**src/rtl/slpmc_pkg.sv**
```systemverilog
// package: register map, field layout, mode codes and timing constants
package slpmc_pkg;

    // ------------------------------------------------------------
    // register byte offsets
    // ------------------------------------------------------------
    localparam logic [11:0] REG_CTRL = 12'h000;
    localparam logic [11:0] REG_STATUS = 12'h004;
    localparam logic [11:0] REG_PWR_RED = 12'h008;
    localparam logic [11:0] REG_IRQ_STATUS = 12'h00c;
    localparam logic [11:0] REG_IRQ_MASK = 12'h010;
    localparam logic [11:0] REG_WAKE_EN = 12'h014;

    // ------------------------------------------------------------
    // control register fields
    // ------------------------------------------------------------
    localparam int CTRL_EN_BIT = 0;
    localparam int CTRL_MODE_LSB = 1;
    localparam int MODE_W = 3;

    // ------------------------------------------------------------
    // interrupt status bits
    // ------------------------------------------------------------
    localparam int IRQ_W = 3;
    localparam int IRQ_SLEEP_BIT = 0;
    localparam int IRQ_WAKE_BIT = 1;
    localparam int IRQ_RESET_WAKE_BIT = 2;

    // ------------------------------------------------------------
    // wake source indices
    // ------------------------------------------------------------
    localparam int WAKE_W = 8;
    localparam int WAKE_TWI_ADDR = 0;
    localparam int WAKE_PORT_ASYNC = 1;
    localparam int WAKE_USB_RESUME = 2;

    // ------------------------------------------------------------
    // reset values
    // ------------------------------------------------------------
    localparam logic [31:0] CTRL_RST = 32'h0000_0000;
    localparam logic [31:0] PWR_RED_RST = 32'h0000_0000;
    localparam logic [31:0] IRQ_MASK_RST = 32'h0000_0000;
    localparam logic [7:0] WAKE_EN_RST = 8'hff;

    // ------------------------------------------------------------
    // timing
    // ------------------------------------------------------------
    localparam int HALT_CYCLES = 4;
    localparam int HALT_CNT_W = 3;

    // ------------------------------------------------------------
    // sleep mode encodings
    // ------------------------------------------------------------
    localparam logic [2:0] MODE_IDLE = 3'h0;
    localparam logic [2:0] MODE_PDOWN = 3'h2;
    localparam logic [2:0] MODE_PSAVE = 3'h3;
    localparam logic [2:0] MODE_STDBY = 3'h6;
    localparam logic [2:0] MODE_ESTDBY = 3'h7;

    // power-down wake set: address match, async port, usb resume
    localparam logic [7:0] PDOWN_WAKE_SET = 8'h07;

    typedef enum logic [1:0] {
        ST_ACTIVE,
        ST_SLEEP,
        ST_HALT
    } slpmc_state_e;

endpackage

```
**src/rtl/slpmc_top.sv**
```systemverilog
// sleep mode and peripheral clock gating controller with apb registers
// Contract
// [RULE1] five sleep modes, entered when the core runs the sleep instruction
// [RULE2] sleep may be entered only from active mode
// [RULE3] core fetch halts in sleep until allowed interrupt or reset
// [RULE4] the configured mode selects which interrupts may wake
// [RULE5] interrupt wake runs the handler then resumes after sleep
// [RULE6] pending higher priority interrupts are served first in order
// [RULE7] core stalls four clock cycles after any wake-up; here only interrupt wakes stall, reset wake resumes at once
// [RULE8] register file, memory and peripheral registers are kept in sleep
// [RULE9] reset during sleep restarts from the reset vector
// [RULE10] enabled reset sources also wake the device
// [RULE11] idle stops core and memory clocks; programming finishes first
// [RULE12] idle keeps peripherals and interrupt controller running
// [RULE13] power-down stops every clock including real-time counter; here the memory clock keeps running while NVM_BUSY_IN is high
// [RULE14] power-down wakes only on address match, async port, usb resume
// [RULE15] power reduction bits gate a peripheral clock, freezing it
// [RULE16] peripheral gating applies in active and idle modes
// [RULE17] mode taken from software setting when sleep instruction runs
// [RULE18] other modes parameterised, defaulting to power-down behaviour
module slpmc_top #(
    parameter int NUM_PERIPH = 16,
    parameter logic [7:0] PSAVE_WAKE = slpmc_pkg::PDOWN_WAKE_SET,
    parameter logic [7:0] STDBY_WAKE = slpmc_pkg::PDOWN_WAKE_SET,
    parameter logic [7:0] ESTDBY_WAKE = slpmc_pkg::PDOWN_WAKE_SET,
    parameter bit PSAVE_RTC_RUN = 1'b0,
    parameter bit ESTDBY_RTC_RUN = 1'b0
) (
    // clock and reset
    input wire logic REF_CLK_IN,
    input wire logic RESET_N_IN,
    // apb slave
    input wire logic PSEL_IN,
    input wire logic PENABLE_IN,
    input wire logic PWRITE_IN,
    input wire logic [11:0] PADDR_IN,
    input wire logic [31:0] PWDATA_IN,
    output logic [31:0] PRDATA_OUT,
    output logic PREADY_OUT,
    output logic PSLVERR_OUT,
    // core side
    input wire logic SLEEP_INSTR_IN,
    input wire logic NVM_BUSY_IN,
    output logic CORE_HALT_OUT,
    // wake sources (asynchronous)
    input wire logic [7:0] WAKE_IRQ_IN,
    input wire logic RESET_REQ_IN,
    // clock enables and restart pulse
    output logic CORE_CLK_EN_OUT,
    output logic NVM_CLK_EN_OUT,
    output logic PERIPH_CLK_EN_OUT,
    output logic RTC_CLK_EN_OUT,
    output logic [NUM_PERIPH-1:0] PERIPH_GATE_EN_OUT,
    output logic SYS_RESET_OUT,
    // interrupt
    output logic IRQ_OUT
);

    // ------------------------------------------------------------
    // declarations
    // ------------------------------------------------------------
    slpmc_pkg::slpmc_state_e state;
    logic sleep_enable;
    logic [2:0] mode_sel;
    logic [2:0] active_mode;
    logic [NUM_PERIPH-1:0] pwr_red;
    logic [2:0] irq_status;
    logic [2:0] irq_mask;
    logic [7:0] wake_en;
    logic [2:0] halt_cnt;
    logic [7:0] wake_sync1;
    logic [7:0] wake_sync2;
    logic rst_sync1;
    logic rst_sync2;
    logic wr_stb;
    logic rd_setup;
    logic wr_ctrl;
    logic wr_pwr_red;
    logic wr_irq_mask;
    logic wr_wake_en;
    logic wr_irq_status;
    logic addr_ok;
    logic [7:0] allowed;
    logic wake_hit;
    logic sleep_go;
    logic ev_sleep;
    logic ev_wake;
    logic ev_rst;
    logic core_run;
    logic [2:0] irq_set;
    logic [2:0] irq_clr;
    logic [2:0] next_irq_status;

    // ------------------------------------------------------------
    // helpers
    // ------------------------------------------------------------
    function automatic logic [7:0] wake_set(input logic [2:0] m);
        case (m)
            slpmc_pkg::MODE_IDLE: wake_set = 8'hff; // [RULE12]
            slpmc_pkg::MODE_PDOWN: wake_set = slpmc_pkg::PDOWN_WAKE_SET;
            slpmc_pkg::MODE_PSAVE: wake_set = PSAVE_WAKE; // [RULE18]
            slpmc_pkg::MODE_STDBY: wake_set = STDBY_WAKE;
            slpmc_pkg::MODE_ESTDBY: wake_set = ESTDBY_WAKE;
            default: wake_set = slpmc_pkg::PDOWN_WAKE_SET;
        endcase
    endfunction

    function automatic logic mode_valid(input logic [2:0] m);
        mode_valid = (m == slpmc_pkg::MODE_IDLE)
            || (m == slpmc_pkg::MODE_PDOWN)
            || (m == slpmc_pkg::MODE_PSAVE)
            || (m == slpmc_pkg::MODE_STDBY)
            || (m == slpmc_pkg::MODE_ESTDBY); // [RULE1]
    endfunction

    // ------------------------------------------------------------
    // input synchronisers
    // ------------------------------------------------------------
    always_ff @(posedge REF_CLK_IN or negedge RESET_N_IN) begin
        if (!RESET_N_IN) begin
            wake_sync1 <= 8'h00;
            wake_sync2 <= 8'h00;
            rst_sync1 <= 1'b0;
            rst_sync2 <= 1'b0;
        end else begin
            wake_sync1 <= WAKE_IRQ_IN;
            wake_sync2 <= wake_sync1;
            rst_sync1 <= RESET_REQ_IN;
            rst_sync2 <= rst_sync1;
        end
    end

    // ------------------------------------------------------------
    // apb decode
    // ------------------------------------------------------------
    assign wr_stb = PSEL_IN && PENABLE_IN && PWRITE_IN;
    // read data is loaded in the setup cycle, zero wait states
    assign rd_setup = PSEL_IN && !PENABLE_IN && !PWRITE_IN;
    assign PREADY_OUT = 1'b1;

    always_comb begin
        case (PADDR_IN)
            slpmc_pkg::REG_CTRL,
            slpmc_pkg::REG_STATUS,
            slpmc_pkg::REG_PWR_RED,
            slpmc_pkg::REG_IRQ_STATUS,
            slpmc_pkg::REG_IRQ_MASK,
            slpmc_pkg::REG_WAKE_EN: addr_ok = 1'b1;
            default: addr_ok = 1'b0;
        endcase
    end

    assign PSLVERR_OUT = PSEL_IN && PENABLE_IN && !addr_ok;

    // ------------------------------------------------------------
    // write strobes per register
    // ------------------------------------------------------------
    // writes to read-only or unmapped words have no effect
    assign wr_ctrl = wr_stb && (PADDR_IN == slpmc_pkg::REG_CTRL);
    assign wr_pwr_red = wr_stb && (PADDR_IN == slpmc_pkg::REG_PWR_RED);
    assign wr_irq_mask = wr_stb && (PADDR_IN == slpmc_pkg::REG_IRQ_MASK);
    assign wr_wake_en = wr_stb && (PADDR_IN == slpmc_pkg::REG_WAKE_EN);
    assign wr_irq_status = wr_stb
        && (PADDR_IN == slpmc_pkg::REG_IRQ_STATUS);

    // ------------------------------------------------------------
    // control registers
    // ------------------------------------------------------------
    always_ff @(posedge REF_CLK_IN or negedge RESET_N_IN) begin
        if (!RESET_N_IN) begin
            sleep_enable <= slpmc_pkg::CTRL_RST[slpmc_pkg::CTRL_EN_BIT];
            mode_sel <= slpmc_pkg::CTRL_RST[3:1];
        end else if (wr_ctrl) begin
            sleep_enable <= PWDATA_IN[slpmc_pkg::CTRL_EN_BIT];
            mode_sel <= PWDATA_IN[3:1]; // [RULE17]
        end
    end

    // a set bit stops that peripheral's clock
    always_ff @(posedge REF_CLK_IN or negedge RESET_N_IN) begin
        if (!RESET_N_IN) begin
            pwr_red <= slpmc_pkg::PWR_RED_RST[NUM_PERIPH-1:0];
        end else if (wr_pwr_red) begin
            pwr_red <= PWDATA_IN[NUM_PERIPH-1:0]; // [RULE15]
        end
    end

    // mask bits select which status bits drive the interrupt
    always_ff @(posedge REF_CLK_IN or negedge RESET_N_IN) begin
        if (!RESET_N_IN) begin
            irq_mask <= slpmc_pkg::IRQ_MASK_RST[2:0];
        end else if (wr_irq_mask) begin
            irq_mask <= PWDATA_IN[2:0];
        end
    end

    // wake enable filters the mode's wake set
    always_ff @(posedge REF_CLK_IN or negedge RESET_N_IN) begin
        if (!RESET_N_IN) begin
            wake_en <= slpmc_pkg::WAKE_EN_RST;
        end else if (wr_wake_en) begin
            wake_en <= PWDATA_IN[7:0];
        end
    end

    // ------------------------------------------------------------
    // sleep state machine
    // ------------------------------------------------------------
    // entry only from active, mode latched at the instruction
    assign sleep_go = (state == slpmc_pkg::ST_ACTIVE) && SLEEP_INSTR_IN
        && sleep_enable && mode_valid(mode_sel); // [RULE2] [RULE17]
    assign allowed = wake_set(active_mode) & wake_en; // [RULE4] [RULE14]
    assign wake_hit = |(wake_sync2 & allowed);

    always_ff @(posedge REF_CLK_IN or negedge RESET_N_IN) begin
        if (!RESET_N_IN) begin
            state <= slpmc_pkg::ST_ACTIVE;
            active_mode <= slpmc_pkg::MODE_IDLE;
            halt_cnt <= 3'h0;
        end else begin
            case (state)
                slpmc_pkg::ST_ACTIVE: begin
                    if (sleep_go) begin
                        state <= slpmc_pkg::ST_SLEEP;
                        active_mode <= mode_sel; // [RULE17]
                    end
                end
                slpmc_pkg::ST_SLEEP: begin
                    // reset wake returns to active; core restarts [RULE9]
                    if (rst_sync2) begin
                        state <= slpmc_pkg::ST_ACTIVE; // [RULE10]
                    end else if (wake_hit) begin
                        state <= slpmc_pkg::ST_HALT; // [RULE3]
                        halt_cnt <= 3'(slpmc_pkg::HALT_CYCLES - 1);
                    end
                end
                slpmc_pkg::ST_HALT: begin
                    // stall before resuming execution [RULE7]
                    if (halt_cnt == 3'h0) begin
                        state <= slpmc_pkg::ST_ACTIVE; // [RULE5] [RULE6]
                    end else begin
                        halt_cnt <= halt_cnt - 3'h1;
                    end
                end
                default: state <= slpmc_pkg::ST_ACTIVE;
            endcase
        end
    end

    assign ev_sleep = sleep_go;
    assign ev_wake = (state == slpmc_pkg::ST_SLEEP) && !rst_sync2 && wake_hit;
    assign ev_rst = (state == slpmc_pkg::ST_SLEEP) && rst_sync2;

    // ------------------------------------------------------------
    // core halt and core clock
    // ------------------------------------------------------------
    // the core stops on the entry cycle itself
    assign core_run = (state == slpmc_pkg::ST_ACTIVE) && !sleep_go;

    always_ff @(posedge REF_CLK_IN or negedge RESET_N_IN) begin
        if (!RESET_N_IN) begin
            CORE_HALT_OUT <= 1'b0;
            CORE_CLK_EN_OUT <= 1'b1;
        end else begin
            // state is frozen by clock stop, never cleared [RULE8]
            CORE_HALT_OUT <= !core_run; // [RULE3]
            CORE_CLK_EN_OUT <= core_run; // [RULE11]
        end
    end

    // ------------------------------------------------------------
    // nonvolatile memory clock
    // ------------------------------------------------------------
    always_ff @(posedge REF_CLK_IN or negedge RESET_N_IN) begin
        if (!RESET_N_IN) begin
            NVM_CLK_EN_OUT <= 1'b1;
        end else begin
            // programming in flight keeps the memory clock [RULE11]
            NVM_CLK_EN_OUT <= core_run || NVM_BUSY_IN;
        end
    end

    // ------------------------------------------------------------
    // peripheral and real-time counter clocks
    // ------------------------------------------------------------
    // idle and halt keep peripherals clocked, deep sleep stops them
    always_ff @(posedge REF_CLK_IN or negedge RESET_N_IN) begin
        if (!RESET_N_IN) begin
            PERIPH_CLK_EN_OUT <= 1'b1;
            RTC_CLK_EN_OUT <= 1'b1;
            PERIPH_GATE_EN_OUT <= '1;
        end else if (state == slpmc_pkg::ST_SLEEP
                && active_mode != slpmc_pkg::MODE_IDLE) begin
            PERIPH_CLK_EN_OUT <= 1'b0; // [RULE13]
            PERIPH_GATE_EN_OUT <= '0;
            case (active_mode)
                slpmc_pkg::MODE_PSAVE: RTC_CLK_EN_OUT <= PSAVE_RTC_RUN;
                slpmc_pkg::MODE_ESTDBY: RTC_CLK_EN_OUT <= ESTDBY_RTC_RUN;
                default: RTC_CLK_EN_OUT <= 1'b0; // [RULE13] [RULE18]
            endcase
        end else begin
            PERIPH_CLK_EN_OUT <= 1'b1; // [RULE12]
            RTC_CLK_EN_OUT <= 1'b1;
            PERIPH_GATE_EN_OUT <= ~pwr_red; // [RULE15] [RULE16]
        end
    end

    // ------------------------------------------------------------
    // restart pulse
    // ------------------------------------------------------------
    // one-cycle pulse when a reset request ends a sleep
    always_ff @(posedge REF_CLK_IN or negedge RESET_N_IN) begin
        if (!RESET_N_IN) begin
            SYS_RESET_OUT <= 1'b0;
        end else begin
            SYS_RESET_OUT <= ev_rst; // [RULE9]
        end
    end

    // ------------------------------------------------------------
    // interrupt status, write one to clear, set wins
    // ------------------------------------------------------------
    assign irq_set = {ev_rst, ev_wake, ev_sleep};

    // clear mask from a write to the status register
    always_comb begin
        irq_clr = 3'h0;
        if (wr_irq_status) begin
            irq_clr = PWDATA_IN[2:0];
        end
    end

    // an event in the clearing cycle stays set
    assign next_irq_status = (irq_status & ~irq_clr) | irq_set;

    always_ff @(posedge REF_CLK_IN or negedge RESET_N_IN) begin
        if (!RESET_N_IN) begin
            irq_status <= 3'h0;
        end else begin
            irq_status <= next_irq_status;
        end
    end

    assign IRQ_OUT = |(irq_status & irq_mask);

    // ------------------------------------------------------------
    // read mux
    // ------------------------------------------------------------
    always_ff @(posedge REF_CLK_IN or negedge RESET_N_IN) begin
        if (!RESET_N_IN) begin
            PRDATA_OUT <= 32'h0000_0000;
        end else if (rd_setup) begin
            case (PADDR_IN)
                slpmc_pkg::REG_CTRL:
                    PRDATA_OUT <= {28'h0, mode_sel, sleep_enable};
                slpmc_pkg::REG_STATUS:
                    // debug view: pending wakes, latched mode, state
                    PRDATA_OUT <= {19'h0, wake_sync2, active_mode, state};
                slpmc_pkg::REG_PWR_RED:
                    PRDATA_OUT <= 32'(pwr_red);
                slpmc_pkg::REG_IRQ_STATUS:
                    PRDATA_OUT <= {29'h0, irq_status};
                slpmc_pkg::REG_IRQ_MASK:
                    PRDATA_OUT <= {29'h0, irq_mask};
                slpmc_pkg::REG_WAKE_EN:
                    PRDATA_OUT <= {24'h0, wake_en};
                default:
                    PRDATA_OUT <= 32'h0000_0000;
            endcase
        end
    end

endmodule // slpmc_top

```
**config.mk**
```make
export PLATFORM = sky130hd
export DESIGN_NAME = slpmc_top
export DESIGN_NICKNAME = d
export VERILOG_FILES = /design/src/rtl/slpmc_pkg.sv /design/src/rtl/slpmc_top.sv
export SDC_FILE = /design/constraint.sdc
export NUM_CORES = 1
export LEC_CHECK = 0
export BUFFER_PORTS_ARGS = -buffer_cell sky130_fd_sc_hd__buf_4
export CORE_UTILIZATION = 54
export DETAILED_ROUTE_END_ITERATION = 16
export MAX_ROUTING_LAYER = met4
export PLACE_DENSITY = 0.83
export SLEW_MARGIN = 20
export SYNTH_ARGS = -nofsm -noshare
export SYNTH_HDL_FRONTEND = slang
export SYNTH_SLANG_ARGS = --single-unit
```
**constraint.sdc**
```tcl
create_clock -name REF_CLK_IN -period 4.51 [get_ports REF_CLK_IN]
set_clock_uncertainty 0.15 [all_clocks]
set_input_delay 0.451 -clock REF_CLK_IN [delete_from_list [all_inputs] [get_ports REF_CLK_IN]]
set_output_delay 0.451 -clock REF_CLK_IN [all_outputs]
set_load 0.03 [all_outputs]
```
==> results of run 1 <==
timing repair:
item                      CTS  global route
hold endpoints to repair   36             0
hold buffers                1             0
resized for setup           0             0
synth_stat cells, drive strengths merged, types with 3 or more instances:
cell / instances / area (um^2)
a21oi: 7 / 35.0
nand4: 3 / 18.8
mux2: 35 / 409
buf: 23 / 159
o31ai: 4 / 30.0
nor3b: 3 / 22.5
a222oi: 3 / 30.0
or2: 3 / 18.8
inv: 9 / 33.8
or3b: 3 / 26.3
nand2: 26 / 97.6
o21ai: 22 / 110
clkbuf: 10 / 37.5
or4: 4 / 30.0
dfstp: 27 / 709
nor2b: 3 / 18.8
dfrtp: 70 / 1750
a22oi: 8 / 60.1
nand3b: 4 / 30.0
mux2i: 10 / 100
nor2: 26 / 97.6
a21o: 3 / 22.5
cells by family after synthesis:
group / count (synthesis) / synth area share
compound gates: 54 / 0.0856
buf+inv: 42 / 0.0567
flops: 97 / 0.606
other cells: 2 / 0.00185
fa+ha+maj: 2 / 0.00616
mux: 46 / 0.131
simple gates: 90 / 0.113
critical path, stage by stage:
cell and delay, ns:
buf_4 0.11, or4_1 0.57, or4_1 0.57, nor2b_1 0.55, buf_4 0.32, mux2_2 0.36
stage by stage:
stage | utilization | worst slack (ns)
after detailed placement | 0.646 | 1.31
after floorplan | - | 1.89
final | 0.674 | 1.68
after CTS | 0.674 | 1.69
after global placement | 0.646 | 1.36
after global routing | 0.674 | 1.60
path summary, 6_finish.rpt:
kind                                 startpoint                       end  slack (ns)  depth (start not counted)
max                                PADDR_IN[11]   pwr_red[13]$_DFFE_PN0P_        1.68                          6
min                              WAKE_IRQ_IN[4]   wake_sync1[4]$_DFF_PN0_        0.04                          1
max reg2reg                state[1]$_DFFE_PN0P_  NVM_CLK_EN_OUT$_DFF_PN1_        2.15                          4
min reg2reg                 rst_sync1$_DFF_PN0_       rst_sync2$_DFF_PN0_        0.20                          0
max in group asynchronous            RESET_N_IN    wake_en[6]$_DFFE_PN1P_        2.69                          3
min in group asynchronous            RESET_N_IN   pwr_red[14]$_DFFE_PN0P_        0.50                          2
layout make-up:
cell class | count | area [um^2]
clock buffer | 11 | 141
clock inverter | 5 | 55.1
tap | 99 | 124
sequential | 97 | 2460
multi-input combinational | 209 | 1430
inverter | 9 | 33.8
fill | 542 | 2360
timing repair buffer | 86 | 648
power groups by stage:
stage	combinational (uW)	sequential (uW)	clock (uW)
floorplan	52.3	900	0
global placement	95.7	901	0
detailed placement	97.0	901	0
CTS	97.9	885	560
global route	108	886	603
finish	97.5	885	549
layer usage:
metal | up-vias | GRT usage | share of wire
li1 | 1286 | - | -
met4 | 0 | 0.117 | 0.017
met2 | 104 | 0.348 | 0.51
met3 | 17 | 0.0392 | 0.057
met1 | 1353 | 0.299 | 0.42
met5 | - | - | 0
sequential cells by signal, summed over array words and instances, names as in the netlist, 8 cells and up:
name and count:
pwr_red 16, wake_en 8, wake_sync2 8, wake_sync1 8, PRDATA_OUT 16, PERIPH_GATE_EN_OUT 16
==> results.toml, run 1 <==
[drt]
drt-total-wl_um = 8040
first_pass_iters = 4
ant_nets = 0
viasPerCell = 5.35
num_vias = 2760
drtIter0Drc = 246
drc = 0
wl_per_cell_um = 15.6

[cts]
cts.path.max_buffers = 2
cts_root_buf = "clkbuf_8"
cts_tree = "built"
htree_levels = 3
clkLatencyLatePin_ns = 0.36
cts_setup_buffers = 0
clk_pin_slew_ns = 0.09
clkSinkCount = 97
cts_buffers = 9

[placed_design]
dp_cells = 499
gp_congestion = 0.865
portBuffers = 83
dpl_cell_area_mm2 = 0.00469
hpwl_um = 5850

[floorplan]
boundaryPins = 117
start_util = 0.560
rows = 31
die_area_mm2 = 0.00788
core_area_mm2 = 0.00725
die_height_um = 88.8
die_w_um = 88.8

[pwr]
clkPwrFrac = 0.359
seqPwrFrac = 0.578
p_int_uw = 1180
switching_power_uw = 347
power.total_uw = 1530
p_leak_uw = 0.00229
switching_share = 0.227
comb_power_share = 0.064
powerDensity_mw_per_mm2 = 313
ir_drop_mv = 0.176

[grt]
grt_pass1_wl_um = 12800
grt_pass1_vias = 2632
grt-ovfl-total = 0
grt_usage = 0.229
grt_max_degree = 54
antenna_found_initial = 0

[critical_path]
critPathCaptureType = "register"
crit_type = "input port to register"
cp-start-kind = "input port"
crit_fanout = 10
timing.critical_path.arrival_ns = 2.93
required_ns = 4.61

[synth]
synth.avg_cell_area_um2 = 12.2
syn_inst = 333
yosys_warnings = 0
netlist_area_mm2 = 0.00406
synth_edf_count = 0
synth-main-ff-cell = "dfrtp_1"
synth.distinct_cells = 43
synthArstFlopShare = 1.00
synth_seq_cells = 97
ys_seq_area_frac = 0.606

[timing]
slew_viol_final = 0
hold_violations = 0
timing.slew.headroom = 0.413
fin_crit_ns = 2.83
holdWs_ns = 0.0415
tns_ns = 0
period_share = 0.628
fmax_mhz = 353
rsz0062_at_grt = "no"
tightest_slew_ns = 0.872
setup_viol = 0

[final_layout]
drive_gt1_frac = 0.408
final_cells = 516
final_cell_mix = "buf_4, dfrtp_1, mux2_2"
areaGrowthSynthToFinish_pct = 20.4
final_common_cell = "buf_4"
n_antenna_cell = 0
finalInstanceArea_mm2 = 0.00489
nets = 474

[hold_path]
hp-class = "input port to register"

[run_status]
outcome = "finished, final reports clean"

[job]
max_cap_violations = 0
(Power assumes the default switching activity.)
==> run 2, diff against run 1 <==
CORE_UTILIZATION = 47   (was 54)
PLACE_DENSITY = 0.76   (was 0.83)
clock period = 2.5 ns   (was 4.51 ns; I/O delays follow)
==> run 2 against run 1 <==
Effect of this change: clock-buffer cell count is 2 lower; wire length is 8.1% higher; core utilization is 4.3 points lower; combinational power is 120% higher; worst hold slack worse by 0.017 ns; global-route usage is 1.4 points lower; power is 88% higher; largest power group unchanged.
==> results.toml, run 2 (synthesis results as in run 1) <==
[placed_design]
dpl_cell_area_mm2 = 0.00477
gp_congestion = 0.793
place_ws_ns = -0.177
portBuffers = 83
hpwl_um = 6130

[floorplan]
boundaryPins = 117
die_w_um = 95.0
start_util = 0.490
die_height_um = 95.0
die_area_mm2 = 0.00902
core_area_mm2 = 0.00830
rows = 33

[timing]
fmax_mhz = 442
fin_crit_ns = 2.26
holdWs_ns = 0.0244
timing.slew.headroom = 0.519
rsz0062_at_grt = "no"
worst_slack_ns = 0.237
slew_viol_final = 0
hold_violations = 0
tightest_slew_ns = 0.721
period_share = 0.905
setup_viol = 0

[drt]
drtIter0Drc = 214
viasPerCell = 5.15
wl_per_cell_um = 15.6
num_vias = 2863
ant_nets = 0
drc = 0
top_layer = "met4"
first_pass_iters = 4
met3_length_um = 352
drt-total-wl_um = 8690
dr_wl_met2_um = 4430
wl_met1_um = 3830

[final_layout]
final_common_cell = "buf_4"
final_cell_mix = "buf_4, dfrtp_1, mux2_2"
reg_top3 = "PERIPH_GATE_EN_OUT (16), PRDATA_OUT (16), pwr_red (16)"
n_antenna_cell = 0
nets = 508
drive_gt1_frac = 0.399
areaGrowthSynthToFinish_pct = 28.9
finalInstanceArea_mm2 = 0.00524
final_util = 0.631

[cts]
cts_buffers = 9
cts_root_buf = "clkbuf_8"
cts_tree = "built"
clk_pin_slew_ns = 0.10
cts.path.max_buffers = 2
clkSinkCount = 97
cts.repair.resized = 0
clkLatencyLatePin_ns = 0.37
htree_levels = 3

[grt]
grt-ovfl-total = 0
grt_usage = 0.215
grt_max_degree = 66
antenna_found_initial = 0
grt_pass1_vias = 2799
grt_pass1_wl_um = 13900

[pwr]
powerDensity_mw_per_mm2 = 548
p_leak_uw = 0.00245
power.total_uw = 2870
ir_drop_mv = 0.343

[critical_path]
max_stage_delay_ns = 0.60
crit_type = "input port to register"
cp-start-kind = "input port"
crit_fanout = 6
path_buf_inv = 1
crit_chain = "buf_4, or4_1, or4_1, or4_1, mux2_4"
crit_slowest_cell = "or4_1"
timing.critical_path.arrival_ns = 2.38
crit_family = "simple AND/OR/NAND/NOR gates"
critPathCaptureType = "register"
path_common_cell = "or4_1"
required_ns = 2.61

[run_status]
outcome = "finished, final reports clean"

[job]
max_cap_violations = 0

[hold_path]
hp-class = "input port to register"
[run 2: changes by cell type in the layout (fill, tap and decap cells not counted), moves of 2 or more]
cell,before,now
dlygate4sd3_1,1,26
buf_4,85,93
inv_6,0,5
clkinv_2,2,0
clkinvlp_4,2,0
[run 2: power breakdown]
| group | internal [uW] | switching [uW] |
|---|---|---|
| Combinational | 92.1 | 122 |
| Clock | 482 | 579 |
| Sequential | 1590 | 9.17 |
[run 2: layout make-up]
| class | count | area, um^2 |
|---|---|---|
| multi-input cells | 209 | 1430 |
| well taps | 105 | 131 |
| clock inverters | 7 | 82.6 |
| repair buffers | 120 | 978 |
| clock buffers | 9 | 124 |
| inverters | 9 | 33.8 |
| fillers | 636 | 3060 |
| flip-flops and latches | 97 | 2460 |
[run 2: routing by layer]
layer | vias up | GRT usage
li1 | 1358 | -
met1 | 1415 | 0.282
met2 | 81 | 0.335
met3 | 9 | 0.0515
met4 | 0 | 0.0619
met5 | - | -
[run 2: repair_timing]
action | in CTS | in global routing
setup endpoints to repair | 0 | 0
hold endpoints to repair | 61 | 2
hold buffers | 24 | 2
buffers inserted | 0 | 0
[run 2: through the flow]
step	cells	TNS (ns)
final	556	0
after global routing	556	0
after CTS	554	0
after detailed placement	514	-3.32
after global placement	514	-3.10
after floorplan	348	0
[run 2: path summary, 6_finish.rpt]
path	startpoint	to	slack (ns)	cells past startpoint
max	PADDR_IN[11]	mode_sel[2]$_DFFE_PN0P_	0.24	5
min	PWDATA_IN[2]	mode_sel[1]$_DFFE_PN0P_	0.02	2
max reg2reg	state[1]$_DFFE_PN0P_	halt_cnt[1]$_DFFE_PN0P_	0.54	4
min reg2reg	wake_sync1[6]$_DFF_PN0_	wake_sync2[6]$_DFF_PN0_	0.21	0
max in group asynchronous	RESET_N_IN	wake_en[6]$_DFFE_PN1P_	1.28	3
min in group asynchronous	RESET_N_IN	PRDATA_OUT[14]$_DFFE_PN0P_	0.20	2
